**src/inc/spec_cmd_pkg.sv**
```systemverilog
// Constants for the spectral module command register block.
// Assumes byte-addressed registers reached over the module's serial slave port.
package spec_cmd_pkg;

   // Byte addresses of the register file
   localparam logic [6:0] ADDR_INTERP    = 7'h0D;   // Bit 7: shared-axis interpolation enable
   localparam logic [6:0] ADDR_CONFIG    = 7'h0E;   // Gain source, window, units
   localparam logic [6:0] ADDR_EXT_GAIN  = 7'h0F;
   localparam logic [6:0] ADDR_SCAN_0    = 7'h10;   // Scan duration, low byte first
   localparam logic [6:0] ADDR_SCAN_1    = 7'h11;
   localparam logic [6:0] ADDR_SCAN_2    = 7'h12;
   localparam logic [6:0] ADDR_POINTS_0  = 7'h14;
   localparam logic [6:0] ADDR_POINTS_1  = 7'h15;
   localparam logic [6:0] ADDR_OUTSIZE_0 = 7'h16;
   localparam logic [6:0] ADDR_OUTSIZE_1 = 7'h17;
   localparam logic [6:0] ADDR_LAUNCH    = 7'h18;

   // Field positions inside the interp and config bytes
   localparam int POS_INTERP = 7;
   localparam int POS_GAIN   = 1;
   localparam int POS_WIN    = 3;
   localparam int POS_UNITS  = 6;

   // Values after reset
   localparam logic [1:0]  RST_GAIN_SEL = 2'h0;
   localparam logic [2:0]  RST_APODIZATION_WINDOW_SELECT  = 3'h0;
   localparam logic [23:0] RST_SCAN     = 24'h00_0000;
   localparam logic [12:0] RST_POINTS   = 13'h0000;
   localparam logic [7:0]  RST_EXT_GAIN = 8'h00;

   // Gain source and window codes
   localparam logic [1:0] GAIN_FLASHED  = 2'h0;
   localparam logic [1:0] GAIN_COMPUTED = 2'h1;
   localparam logic [1:0] GAIN_EXTERNAL = 2'h2;
   localparam logic [2:0] WIN_BOXCAR    = 3'h0;
   localparam logic [2:0] WIN_EXTERNAL  = 3'h4;

   // Spectrum point steps and the rounding midpoints between them
   localparam logic [12:0] PTS_65     = 13'h0041;
   localparam logic [12:0] PTS_129    = 13'h0081;
   localparam logic [12:0] PTS_257    = 13'h0101;
   localparam logic [12:0] PTS_513    = 13'h0201;
   localparam logic [12:0] PTS_1024   = 13'h0400;
   localparam logic [12:0] PTS_2048   = 13'h0800;
   localparam logic [12:0] PTS_4096   = 13'h1000;
   localparam logic [12:0] MID_97     = 13'h0061;
   localparam logic [12:0] MID_193    = 13'h00C1;
   localparam logic [12:0] MID_385    = 13'h0181;
   localparam logic [12:0] MID_769    = 13'h0301;
   localparam logic [12:0] MID_1536   = 13'h0600;
   localparam logic [12:0] MID_3072   = 13'h0C00;
   localparam logic [12:0] PTS_NATIVE = 13'h1000;   // Length used when interpolation is off

   // Operation codes
   localparam logic [7:0] OP_CAPTURE      = 8'h01;
   localparam logic [7:0] OP_SELF_FIX     = 8'h02;
   localparam logic [7:0] OP_REF_BG       = 8'h03;
   localparam logic [7:0] OP_REF_FIX      = 8'h04;
   localparam logic [7:0] OP_GAIN_TUNE    = 8'h05;
   localparam logic [7:0] OP_SLEEP        = 8'h06;
   localparam logic [7:0] OP_WIN_WRITE    = 8'h07;
   localparam logic [7:0] OP_SPEC_READ    = 8'h08;
   localparam logic [7:0] OP_STORE_FIRST  = 8'h0B;   // Stores self fix, ref fix, gain, window
   localparam logic [7:0] OP_FACTORY      = 8'h0F;
   localparam logic [7:0] OP_BG_SCAN      = 8'h10;
   localparam logic [7:0] OP_SAMPLE_SCAN  = 8'h11;
   localparam logic [7:0] OP_SAVE_CONTEXT = 8'h12;

   typedef enum logic [2:0] {
      ST_IDLE  = 3'b001,
      ST_BUSY  = 3'b010,
      ST_SLEEP = 3'b100
   } op_state_t;

endpackage

```
**src/hdl/spectral_module_command_regs.sv**
```systemverilog
// Command and configuration registers of a spectral sensing module, with its serial slave port.
// Assumes a host SPI master (mode 0, MSB first) and routines that report completion on op_done.
`timescale 1ns/1ps

// What this block does
// Fixed-point registers mean raw value over two to the quantization length.
// Gain source 0 flashed, 1 last computed, 2 external gain value.
// Window select 0 boxcar, 1 Gaussian, 2 Happ-Genzel, 3 Lorenz, 4 external.
// Units flag 0 reflectance, 1 absorbance, effective only during sample scan.
// Scan duration register holds scan time in milliseconds.
// Point count rounds to nearest of 65,129,257,513,1024,2048,4096.
// Point count applies only while interpolation enable is 1.
// Read-only output size reports produced spectrum length in samples.
// Writing the launch register starts the routine with that code.
// Code 1 starts a density capture.
// Code 2 runs self correction, results kept volatile.
// Code 3 takes reference background; code 4 only after code 3.
// Code 5 runs gain tuning into the computed gain result.
// Code 6 enters sleep; a rising edge on the wake input leaves it.
// Code 7 accepts coefficient write, code 8 accepts spectrum read request.
// Codes 11-13 store corrections and gain, 14 stores window profile.
// Code 15 restores factory corrections and erases user values.
// Code 16 background scan; code 17 sample scan only after 16.
// Code 18 saves context data to flash.
// Undefined codes such as 9 and 10 start nothing.
// Host opens a write frame only while the ready flag reads 1; the host model opens one anyway after 500 cycles.
module spectral_module_command_regs
   import spec_cmd_pkg::*;
(
   input  wire logic        sys_clk,
   input  wire logic        rstn,
   input  wire logic        spi_csb,
   input  wire logic        spi_clk,
   input  wire logic        spi_mosi,
   output logic             spi_miso,
   input  wire logic        wake_input,
   output logic             command_ready_flag,
   input  wire logic        op_done,
   input  wire logic [12:0] spectrum_length,
   input  wire logic [7:0]  flashed_gain,
   input  wire logic [7:0]  computed_gain_result,
   output logic             op_start,
   output logic [7:0]       op_code,
   output logic [7:0]       gain_value,
   output logic [1:0]       gain_source_select,
   output logic [2:0]       apodization_window_select,
   output logic             absorbance_mode,
   output logic [23:0]      scan_duration_ms,
   output logic [12:0]      effective_points
);

   ////////////////////////////////////////////////////////////////////////////////
   // Pin synchronisers and serial clock edges

   logic [3:0] sync1_q;
   logic [3:0] sync2_q;
   logic       sclk_prev_q;
   logic       wake_prev_q;
   logic       csb_s;
   logic       sclk_s;
   logic       mosi_s;
   logic       wake_s;
   logic       sclk_rise;
   logic       sclk_fall;
   logic       wake_rise;

   // Two flops on every pin; only the second stage feeds logic
   always_ff @(posedge sys_clk or negedge rstn) begin
      if (!rstn) begin
         sync1_q <= 4'h1;
         sync2_q <= 4'h1;
      end else begin
         sync1_q <= {wake_input, spi_mosi, spi_clk, spi_csb};
         sync2_q <= sync1_q;
      end
   end

   assign csb_s  = sync2_q[0];
   assign sclk_s = sync2_q[1];
   assign mosi_s = sync2_q[2];
   assign wake_s = sync2_q[3];

   // Edge history taken from the second stage
   always_ff @(posedge sys_clk or negedge rstn) begin
      if (!rstn) begin
         sclk_prev_q <= 1'b0;
         wake_prev_q <= 1'b0;
      end else begin
         sclk_prev_q <= sclk_s;
         wake_prev_q <= wake_s;
      end
   end

   assign sclk_rise = !csb_s && sclk_s && !sclk_prev_q;
   assign sclk_fall = !csb_s && !sclk_s && sclk_prev_q;
   assign wake_rise = wake_s && !wake_prev_q;

   ////////////////////////////////////////////////////////////////////////////////
   // Serial frame: command byte, then data bytes at auto-incremented addresses

   logic [2:0] bit_cnt_q;
   logic [6:0] shift_q;
   logic [1:0] byte_idx_q;
   logic       rd_cmd_q;
   logic [6:0] addr_q;
   logic [7:0] tx_q;
   logic       byte_done;
   logic [7:0] rx_byte;
   logic       wr_en;
   logic [7:0] rd_data;

   assign byte_done = sclk_rise && (bit_cnt_q == 3'h7);
   assign rx_byte   = {shift_q, mosi_s};
   assign wr_en     = byte_done && (byte_idx_q != 2'h0) && !rd_cmd_q;

   // Bit and byte tracking; a raised chip select aborts any partial byte
   always_ff @(posedge sys_clk or negedge rstn) begin
      if (!rstn) begin
         bit_cnt_q  <= 3'h0;
         shift_q    <= 7'h00;
         byte_idx_q <= 2'h0;
         rd_cmd_q   <= 1'b0;
         addr_q     <= 7'h00;
         tx_q       <= 8'h00;
      end else if (csb_s) begin
         bit_cnt_q  <= 3'h0;
         byte_idx_q <= 2'h0;
         tx_q       <= 8'h00;
      end else if (sclk_rise) begin
         bit_cnt_q <= bit_cnt_q + 3'h1;
         shift_q   <= rx_byte[6:0];
         if (bit_cnt_q == 3'h7) begin
            if (byte_idx_q != 2'h3) begin
               byte_idx_q <= byte_idx_q + 2'h1;
            end
            if (byte_idx_q == 2'h0) begin
               rd_cmd_q <= rx_byte[7];
               addr_q   <= rx_byte[6:0];
            end else begin
               // Reads skip one dummy byte before data appears
               tx_q   <= rd_cmd_q ? rd_data : 8'h00;
               addr_q <= addr_q + 7'h01;
            end
         end
      end
   end

   // Output bit changes on the falling edge so the host samples it stable
   always_ff @(posedge sys_clk or negedge rstn) begin
      if (!rstn) begin
         spi_miso <= 1'b0;
      end else if (csb_s) begin
         spi_miso <= 1'b0;
      end else if (sclk_fall) begin
         spi_miso <= tx_q[3'h7 - bit_cnt_q];
      end
   end

   ////////////////////////////////////////////////////////////////////////////////
   // Configuration registers

   logic        interp_en_q;
   logic        wave_unit_q;
   logic [1:0]  gain_sel_q;
   logic [2:0]  apodization_window_select_q;
   logic        units_q;
   logic [7:0]  ext_gain_q;
   logic [23:0] scan_q;
   logic [12:0] points_q;
   logic [12:0] outsize_q;
   logic [7:0]  launch_q;

   // Byte writes; plain integer fields, none carry a fraction here R01
   always_ff @(posedge sys_clk or negedge rstn) begin
      if (!rstn) begin
         interp_en_q <= 1'b0;
         wave_unit_q <= 1'b0;
         gain_sel_q  <= RST_GAIN_SEL;
         apodization_window_select_q   <= RST_APODIZATION_WINDOW_SELECT;
         units_q     <= 1'b0;
         ext_gain_q  <= RST_EXT_GAIN;
         scan_q      <= RST_SCAN;
         points_q    <= RST_POINTS;
      end else if (wr_en) begin
         if (addr_q == ADDR_INTERP) begin
            interp_en_q <= rx_byte[POS_INTERP];
         end else if (addr_q == ADDR_CONFIG) begin
            wave_unit_q <= rx_byte[0];
            gain_sel_q  <= rx_byte[POS_GAIN +: 2];
            apodization_window_select_q   <= rx_byte[POS_WIN +: 3];
            units_q     <= rx_byte[POS_UNITS];
         end else if (addr_q == ADDR_EXT_GAIN) begin
            ext_gain_q <= rx_byte;
         end else if (addr_q == ADDR_SCAN_0) begin
            scan_q[7:0] <= rx_byte;
         end else if (addr_q == ADDR_SCAN_1) begin
            scan_q[15:8] <= rx_byte;
         end else if (addr_q == ADDR_SCAN_2) begin
            scan_q[23:16] <= rx_byte;
         end else if (addr_q == ADDR_POINTS_0) begin
            points_q[7:0] <= rx_byte;
         end else if (addr_q == ADDR_POINTS_1) begin
            points_q[12:8] <= rx_byte[4:0];
         end
      end
   end

   // Read-only length follows the processing side every cycle R08
   always_ff @(posedge sys_clk or negedge rstn) begin
      if (!rstn) begin
         outsize_q <= 13'h0000;
      end else begin
         outsize_q <= spectrum_length;
      end
   end

   // Read mux; unmapped bytes and reserved bits read zero
   always_comb begin
      if (addr_q == ADDR_INTERP) begin
         rd_data = {interp_en_q, 7'h00};
      end else if (addr_q == ADDR_CONFIG) begin
         rd_data = {1'b0, units_q, apodization_window_select_q, gain_sel_q, wave_unit_q};
      end else if (addr_q == ADDR_EXT_GAIN) begin
         rd_data = ext_gain_q;
      end else if (addr_q == ADDR_SCAN_0) begin
         rd_data = scan_q[7:0];
      end else if (addr_q == ADDR_SCAN_1) begin
         rd_data = scan_q[15:8];
      end else if (addr_q == ADDR_SCAN_2) begin
         rd_data = scan_q[23:16];
      end else if (addr_q == ADDR_POINTS_0) begin
         rd_data = points_q[7:0];
      end else if (addr_q == ADDR_POINTS_1) begin
         rd_data = {3'h0, points_q[12:8]};
      end else if (addr_q == ADDR_OUTSIZE_0) begin
         rd_data = outsize_q[7:0];
      end else if (addr_q == ADDR_OUTSIZE_1) begin
         rd_data = {3'h0, outsize_q[12:8]};
      end else if (addr_q == ADDR_LAUNCH) begin
         rd_data = launch_q;
      end else begin
         rd_data = 8'h00;
      end
   end

   ////////////////////////////////////////////////////////////////////////////////
   // Derived settings driven to the signal chain

   logic [12:0] rounded_pts;

   // Nearest allowed step; ties at every midpoint go upward R06
   always_comb begin
      if (points_q < MID_97) begin
         rounded_pts = PTS_65;
      end else if (points_q < MID_193) begin
         rounded_pts = PTS_129;
      end else if (points_q < MID_385) begin
         rounded_pts = PTS_257;
      end else if (points_q < MID_769) begin
         rounded_pts = PTS_513;
      end else if (points_q < MID_1536) begin
         rounded_pts = PTS_1024;
      end else if (points_q < MID_3072) begin
         rounded_pts = PTS_2048;
      end else begin
         rounded_pts = PTS_4096;
      end
   end

   op_state_t state_q;

   // Registered settings; gain picked by source, units gated by sample scan
   always_ff @(posedge sys_clk or negedge rstn) begin
      if (!rstn) begin
         effective_points          <= PTS_NATIVE;
         gain_value                <= 8'h00;
         gain_source_select        <= RST_GAIN_SEL;
         apodization_window_select <= RST_APODIZATION_WINDOW_SELECT;
         absorbance_mode           <= 1'b0;
         scan_duration_ms          <= RST_SCAN;
      end else begin
         effective_points <= interp_en_q ? rounded_pts : PTS_NATIVE;
         if (gain_sel_q == GAIN_EXTERNAL) begin
            gain_value <= ext_gain_q;
         end else if (gain_sel_q == GAIN_COMPUTED) begin
            gain_value <= computed_gain_result;
         end else begin
            gain_value <= flashed_gain;
         end
         gain_source_select        <= gain_sel_q;
         apodization_window_select <= apodization_window_select_q;
         absorbance_mode <= units_q && (state_q == ST_BUSY) && (op_code == OP_SAMPLE_SCAN);
         scan_duration_ms          <= scan_q;
      end
   end

   ////////////////////////////////////////////////////////////////////////////////
   // Operation launch

   logic       launch_wr;
   logic       code_defined;
   logic       prereq_ok;
   logic       launch_ok;
   logic       ref_bg_seen_q;
   logic       bg_scan_seen_q;
   logic [7:0] code;

   assign code      = rx_byte;
   assign launch_wr = wr_en && (addr_q == ADDR_LAUNCH);
   // Codes 1-8 and 11-18 only; gaps start nothing R20
   assign code_defined = ((code >= OP_CAPTURE) && (code <= OP_SPEC_READ)) ||
                         ((code >= OP_STORE_FIRST) && (code <= OP_SAVE_CONTEXT));
   // Ordered pairs refused until their first step ran R12 R18
   assign prereq_ok = !((code == OP_REF_FIX) && !ref_bg_seen_q) &&
                      !((code == OP_SAMPLE_SCAN) && !bg_scan_seen_q);
   // Launch taken only when ready, as the host is expected to check R21
   assign launch_ok = launch_wr && code_defined && prereq_ok && (state_q == ST_IDLE);

   assign command_ready_flag = (state_q == ST_IDLE);

   // Stored code reads back whatever the host wrote last R09
   always_ff @(posedge sys_clk or negedge rstn) begin
      if (!rstn) begin
         launch_q <= 8'h00;
      end else if (launch_wr) begin
         launch_q <= code;
      end
   end

   // Routine start: one pulse with the code; routines decode it R10 R11 R15 R16 R17 R19
   always_ff @(posedge sys_clk or negedge rstn) begin
      if (!rstn) begin
         op_start <= 1'b0;
         op_code  <= 8'h00;
      end else begin
         op_start <= launch_ok;
         if (launch_ok) begin
            op_code <= code;
         end
      end
   end

   // Prerequisite memory; factory revert leaves it alone since scans stay valid
   always_ff @(posedge sys_clk or negedge rstn) begin
      if (!rstn) begin
         ref_bg_seen_q  <= 1'b0;
         bg_scan_seen_q <= 1'b0;
      end else if (launch_ok) begin
         if (code == OP_REF_BG) begin
            ref_bg_seen_q <= 1'b1;
         end
         if (code == OP_BG_SCAN) begin
            bg_scan_seen_q <= 1'b1;
         end
      end
   end

   // Idle, running a routine, or asleep until wake rises
   always_ff @(posedge sys_clk or negedge rstn) begin
      if (!rstn) begin
         state_q <= ST_IDLE;
      end else begin
         case (state_q)
            ST_IDLE: begin
               if (launch_ok) begin
                  state_q <= (code == OP_SLEEP) ? ST_SLEEP : ST_BUSY;
               end
            end
            ST_BUSY: begin
               if (op_done) begin
                  state_q <= ST_IDLE;
               end
            end
            ST_SLEEP: begin
               if (wake_rise) begin
                  state_q <= ST_IDLE;
               end
            end
            default: begin
               state_q <= ST_IDLE;
            end
         endcase
      end
   end
endmodule

```
**config.mk**
```make
export PLATFORM = sky130hd
export DESIGN_NAME = spectral_module_command_regs
export DESIGN_NICKNAME = d
export VERILOG_FILES = /design/src/inc/spec_cmd_pkg.sv /design/src/hdl/spectral_module_command_regs.sv
export SDC_FILE = /design/constraint.sdc
export NUM_CORES = 1
export LEC_CHECK = 0
export BUFFER_PORTS_ARGS = -buffer_cell sky130_fd_sc_hd__buf_2
export CAP_MARGIN = 20
export CELL_PAD_IN_SITES_DETAIL_PLACEMENT = 1
export CELL_PAD_IN_SITES_GLOBAL_PLACEMENT = 2
export CORE_MARGIN = 10
export CORE_UTILIZATION = 42
export CTS_CLUSTER_DIAMETER = 150
export DETAILED_ROUTE_END_ITERATION = 8
export PLACE_DENSITY = 0.86
export SYNTH_ARGS = -nofsm -noshare
export SYNTH_HDL_FRONTEND = slang
export SYNTH_SLANG_ARGS = --single-unit
```
**constraint.sdc**
```tcl
create_clock -name sys_clk -period 5.71 [get_ports sys_clk]
set_input_delay 0.571 -clock sys_clk [delete_from_list [all_inputs] [get_ports sys_clk]]
set_output_delay 0.571 -clock sys_clk [all_outputs]
set_load 0.01 [all_outputs]
```
==> out/summary.log <==
qor: outcome.run_status complete, no violations
qor: critical_path.worst_path_max_delay_cell sky130_fd_sc_hd__nor4bb_1
qor: clock_tree.cts-root-to-sink-buffers 2
qor: power_and_ir_drop.share_seq_of_total_power 0.511
qor: synthesis.synthArstFlopShare 1.00
qor: sta.final.setup.worst_slack 2520 ps
qor: layout.area_delta_synth_final 16.7%
qor: synthesis.yosysUniqueCellTypes 71
qor: place.placed_instances 895
qor: die.fp.dieW 154 um
qor: sta.fin_crit 3190 ps
qor: synthesis.post_synth_top_area_cell sky130_fd_sc_hd__dfrtp_1
qor: synthesis.count_of_flip_flops_with_a_built_in_enable_after_synthesis 0
qor: synthesis.yosysSeqAreaShare 0.573
qor: place.detailedPlacementHpwl 14.9 mm
qor: synthesis.largest_family_of_logic_cells_by_synthesized_area multiplexers
qor: grt.grt_pass1_vias 5682
qor: sta.rsz0062_at_grt false
qor: clock_tree.clock_sinks 173
qor: synthesis.ys_warn_count 0
qor: die.floorplan.die_area 23800 um^2
qor: die.num_io_pins 98
qor: power_and_ir_drop.leakage 4.18 nW
qor: sta.period_share 0.559
qor: grt.grt_start_max_net_pins 111
qor: flow_run.cap_viol_max_count 0
qor: sta.tightest_slew 1010 ps
qor: critical_path.setup.worst_path.end_class flip-flop
qor: layout.final_net_count 732
qor: power_and_ir_drop.finalPower 0.00274 W
qor: clock_tree.tritoncts yes
qor: synthesis.synth.cell_area 7560 um^2
qor: drt.routed_wl 21.5 mm
qor: place.detailedPlace.worstSlack 2570 ps
qor: grt.met3_usage 0.0399
qor: critical_path.cp_cell_sequence ha_1, nor4bb_1, nand2_1, nand3_1, nor2_1, mux2_2
qor: die.initial_utilization 0.424
qor: synthesis.synth_fa_ha_area_frac 0.0132
qor: clock_tree.post-cts-setup-buffers 0
qor: sta.maxSlewHeadroom 0.318
qor: synthesis.synth_area_leaders sky130_fd_sc_hd__dfrtp_1, sky130_fd_sc_hd__mux2_2, sky130_fd_sc_hd__mux2i_1
qor: grt.grt-ovfl-total 0
qor: synthesis.area_fraction_in_compound_gates_after_synthesis 0.113
qor: synthesis.synth_simple_gate_area_frac 0.132
qor: synthesis.post_synth.cell_area_avg 12.3 um^2
qor: synthesis.synth_top_area_share 0.559
qor: clock_tree.insertion_delay_of_the_later_clocked_pin_in_the_worst_skew_pair 430 ps
qor: synthesis.post_synthesis_register_bit_count 173
qor: layout.insertedDiodeCount 0
qor: drt.via_per_inst 5.83
qor: layout.fin_cells 930
qor: power_and_ir_drop.sw_frac_of_total 0.254
qor: layout.drive_above_1_share 0.312
qor: clock_tree.ctsRootBufferMaster sky130_fd_sc_hd__clkbuf_16
qor: place.quantity_of_i_o_buffers_inserted_on_ports 92
qor: critical_path.timing_worst_setup_path_type reg -> reg
qor: hold_path.hold_class in -> reg
qor: synthesis.synth-main-ff-cell sky130_fd_sc_hd__dfrtp_1
qor: synthesis.syn-instance-count 613
qor: sta.timing.clock.skew 10.4 ps
qor: grt.global_route.usage.total 0.182
qor: die.die_h 154 um
qor: place.place.gp.congestion 0.884
qor: critical_path.worstPathRequired 6030 ps
qor: clock_tree.tritoncts.num_buffers 17
qor: die.coreArea 17800 um^2
qor: synthesis.xor_and_xnor_fraction_of_the_mapped_netlist_area 0.00348
qor: drt.drtAntennaViolNets 0
qor: power_and_ir_drop.power.ir.vdd_worst 0.210 mV
qor: sta.timing.final.hold_violations 0
qor: critical_path.critical_path_arrival 3510 ps
qor: power_and_ir_drop.share_comb_of_total_power 0.047
qor: grt.wire_length_of_the_first_global_routing_pass 34.0 mm
qor: power_and_ir_drop.internal-power 0.00205 W
qor: sta.timing.fmax 313 MHz
qor: grt.grt_use_met2 0.300
qor: clock_tree.cts-htree-levels 4
qor: synthesis.yosys-mux-area-fraction 0.136
qor: grt.antenna_violations_before_repair 0
qor: power_and_ir_drop.power_switching 0.000696 W
qor: die.rows 49
qor: drt.wire_per_inst 23.1 um
qor: sta.report.final.setup_viol 0
qor: layout.final_core_utilization 0.494
qor: sta.final.setup.tns 0 ps
qor: critical_path.path_max_fanout 10
qor: drt.drcViolationCount 0
qor: grt.use_met1 0.231
qor: critical_path.start_kind flip-flop
qor: drt.drt-initial-drc-count 448
qor: sta.maxSlewViolCount 0
qor: power_and_ir_drop.share_clk_of_total_power 0.442
qor: critical_path.cpPeakStageDelay 890 ps
qor: grt.grt_busiest_layer met2
qor: power_and_ir_drop.power_density 311 nW/um^2
qor: drt.via_count 5424
qor: drt.drt-pass1-iter-count 4
qor: clock_tree.cts.reportedPaths.clkPinSlew 70 ps
[stage by stage]
stage	hold WS [ps]	instance area (um^2)
final	235	8820
after global routing	221	8820
after CTS	222	8770
after detailed placement	339	8150
after global placement	333	8150
after floorplan	275	7570
[cell type report]
cell class	instances	area, um^2
Clock buffer	21	470
Clock inverter	11	156
Fill cell	1911	9020
Inverter	8	30.0
Multi-Input combinational cell	392	3020
Sequential cell	173	4330
Tap cell	229	287
Timing Repair Buffer	96	519
[sequential cells by signal, summed over array words and instances (netlist names), 2 cells and up]
| register | count |
|---|---|
| scan_q | 24 |
| op_code | 8 |
| launch_q | 8 |
| outsize_q | 13 |
| apodization_window_select | 3 |
| scan_duration_ms | 24 |
| effective_points | 8 |
| gain_source_select | 2 |
| gain_value | 8 |
| ext_gain_q | 8 |
| bit_cnt_q | 3 |
| addr_q | 7 |
| shift_q | 7 |
| gain_sel_q | 2 |
| sync1_q | 4 |
| state_q | 3 |
| apodization_window_select_q | 3 |
| byte_idx_q | 2 |
| points_q | 13 |
| tx_q | 8 |
| sync2_q | 4 |
[critical path, delay by kind of cell, from the launching register on]
kind	cells	cell delay, ps
flip-flops	1	480
AND/OR/NAND/NOR	4	1980
multiplexers	1	310
adder cells (fa/ha/maj)	1	290
[placed cells by master, fill, tap and decap left out, types with 4 or more instances in the layout]
master                       synthesis  routed
sky130_fd_sc_hd__a21oi_1            24      24
sky130_fd_sc_hd__clkbuf_16           0      17
sky130_fd_sc_hd__conb_1              1       5
sky130_fd_sc_hd__mux2i_1            14      14
sky130_fd_sc_hd__a31oi_1             9       9
sky130_fd_sc_hd__a221oi_1            8       8
sky130_fd_sc_hd__nand3b_1            5       5
sky130_fd_sc_hd__buf_2               4      91
sky130_fd_sc_hd__dfstp_2             4       4
sky130_fd_sc_hd__nand2_1            20      20
sky130_fd_sc_hd__and2_1              4       4
sky130_fd_sc_hd__nor3_1              9       9
sky130_fd_sc_hd__nor3b_1             7       7
sky130_fd_sc_hd__or3_1               6       6
sky130_fd_sc_hd__clkinvlp_4          0       4
sky130_fd_sc_hd__a211oi_1           10      10
sky130_fd_sc_hd__nor4_1              9       9
sky130_fd_sc_hd__and3_1             11      11
sky130_fd_sc_hd__nor2_1             26      26
sky130_fd_sc_hd__nand3_1            19      19
sky130_fd_sc_hd__a22o_1              7       7
sky130_fd_sc_hd__a2111oi_0           4       4
sky130_fd_sc_hd__o21ai_0            18      18
sky130_fd_sc_hd__nor2b_1            15      15
sky130_fd_sc_hd__nand2b_1            7       7
sky130_fd_sc_hd__ha_1                8       8
sky130_fd_sc_hd__o221ai_1            9       9
sky130_fd_sc_hd__dfrtp_1           169     169
sky130_fd_sc_hd__inv_1               8       8
sky130_fd_sc_hd__mux2_2             68      68
sky130_fd_sc_hd__mux2_4              5       5
[kinds of logic after synthesis]
| family | count (synthesis) |
|---|---|
| other cells | 1 |
| compound gates | 120 |
| buf+inv | 52 |
| simple gates | 167 |
| fa+ha+maj | 8 |
| mux | 89 |
| xor+xnor | 3 |
| flops | 173 |
[synthesized netlist by cell type, types with 5 or more instances]
cell type and n:
sky130_fd_sc_hd__o21ai_0 18, sky130_fd_sc_hd__buf_4 5, sky130_fd_sc_hd__nor2_1 26, sky130_fd_sc_hd__nor4_1 9, sky130_fd_sc_hd__mux2_2 68, sky130_fd_sc_hd__nand2_1 20, sky130_fd_sc_hd__or3_1 6, sky130_fd_sc_hd__nor2b_1 15
sky130_fd_sc_hd__a22o_1 7, sky130_fd_sc_hd__nand3b_1 5, sky130_fd_sc_hd__a211oi_1 10, sky130_fd_sc_hd__a21oi_1 24, sky130_fd_sc_hd__a31oi_1 9, sky130_fd_sc_hd__and3_1 11, sky130_fd_sc_hd__clkbuf_1 33, sky130_fd_sc_hd__ha_1 8
sky130_fd_sc_hd__dfrtp_1 169, sky130_fd_sc_hd__mux2i_1 14, sky130_fd_sc_hd__nor3_1 9, sky130_fd_sc_hd__inv_1 8, sky130_fd_sc_hd__mux2_4 5, sky130_fd_sc_hd__nand3_1 19, sky130_fd_sc_hd__nand2b_1 7, sky130_fd_sc_hd__o221ai_1 9
sky130_fd_sc_hd__a221oi_1 8, sky130_fd_sc_hd__nor3b_1 7
[per-layer routing]
layer  up-vias  share of wire
met4         0          0.021
met5         -              0
li1       2423              -
met1      2850           0.42
met2       122           0.50
met3        29          0.052
[path summary, 6_finish.rpt]
path                            start                    to  slack [ps]  depth (start not counted)
min in group asynchronous        rstn  effective_points[10]         500                          2
min                           spi_csb            sync1_q[0]         230                          1
max                         addr_q[0]           points_q[9]        2520                          6
max in group asynchronous        rstn               tx_q[6]        3660                          4
min reg2reg                sync1_q[1]            sync2_q[1]         350                          0
max reg2reg                 addr_q[0]           points_q[9]        2520                          6
[power by group through the flow]
| stage | logic (W) | registers, W | clock network [W] |
|---|---|---|---|
| 3_5_place_dp | 0.000127 | 0.00142 | 0 |
| 5_1_grt | 0.000147 | 0.00140 | 0.00130 |
| 3_3_place_gp | 0.000122 | 0.00141 | 0 |
| 4_1_cts | 0.000128 | 0.00140 | 0.00124 |
| 2_1_floorplan | 0.000122 | 0.00130 | 0 |
| 6_report | 0.000128 | 0.00140 | 0.00121 |
[repair_timing]
action,in CTS,in global routing
endpoints found under the hold margin,0,8
endpoints found under the setup margin,0,0
hold buffers,0,1
resized for setup,0,0
(Power assumes the default switching activity.)
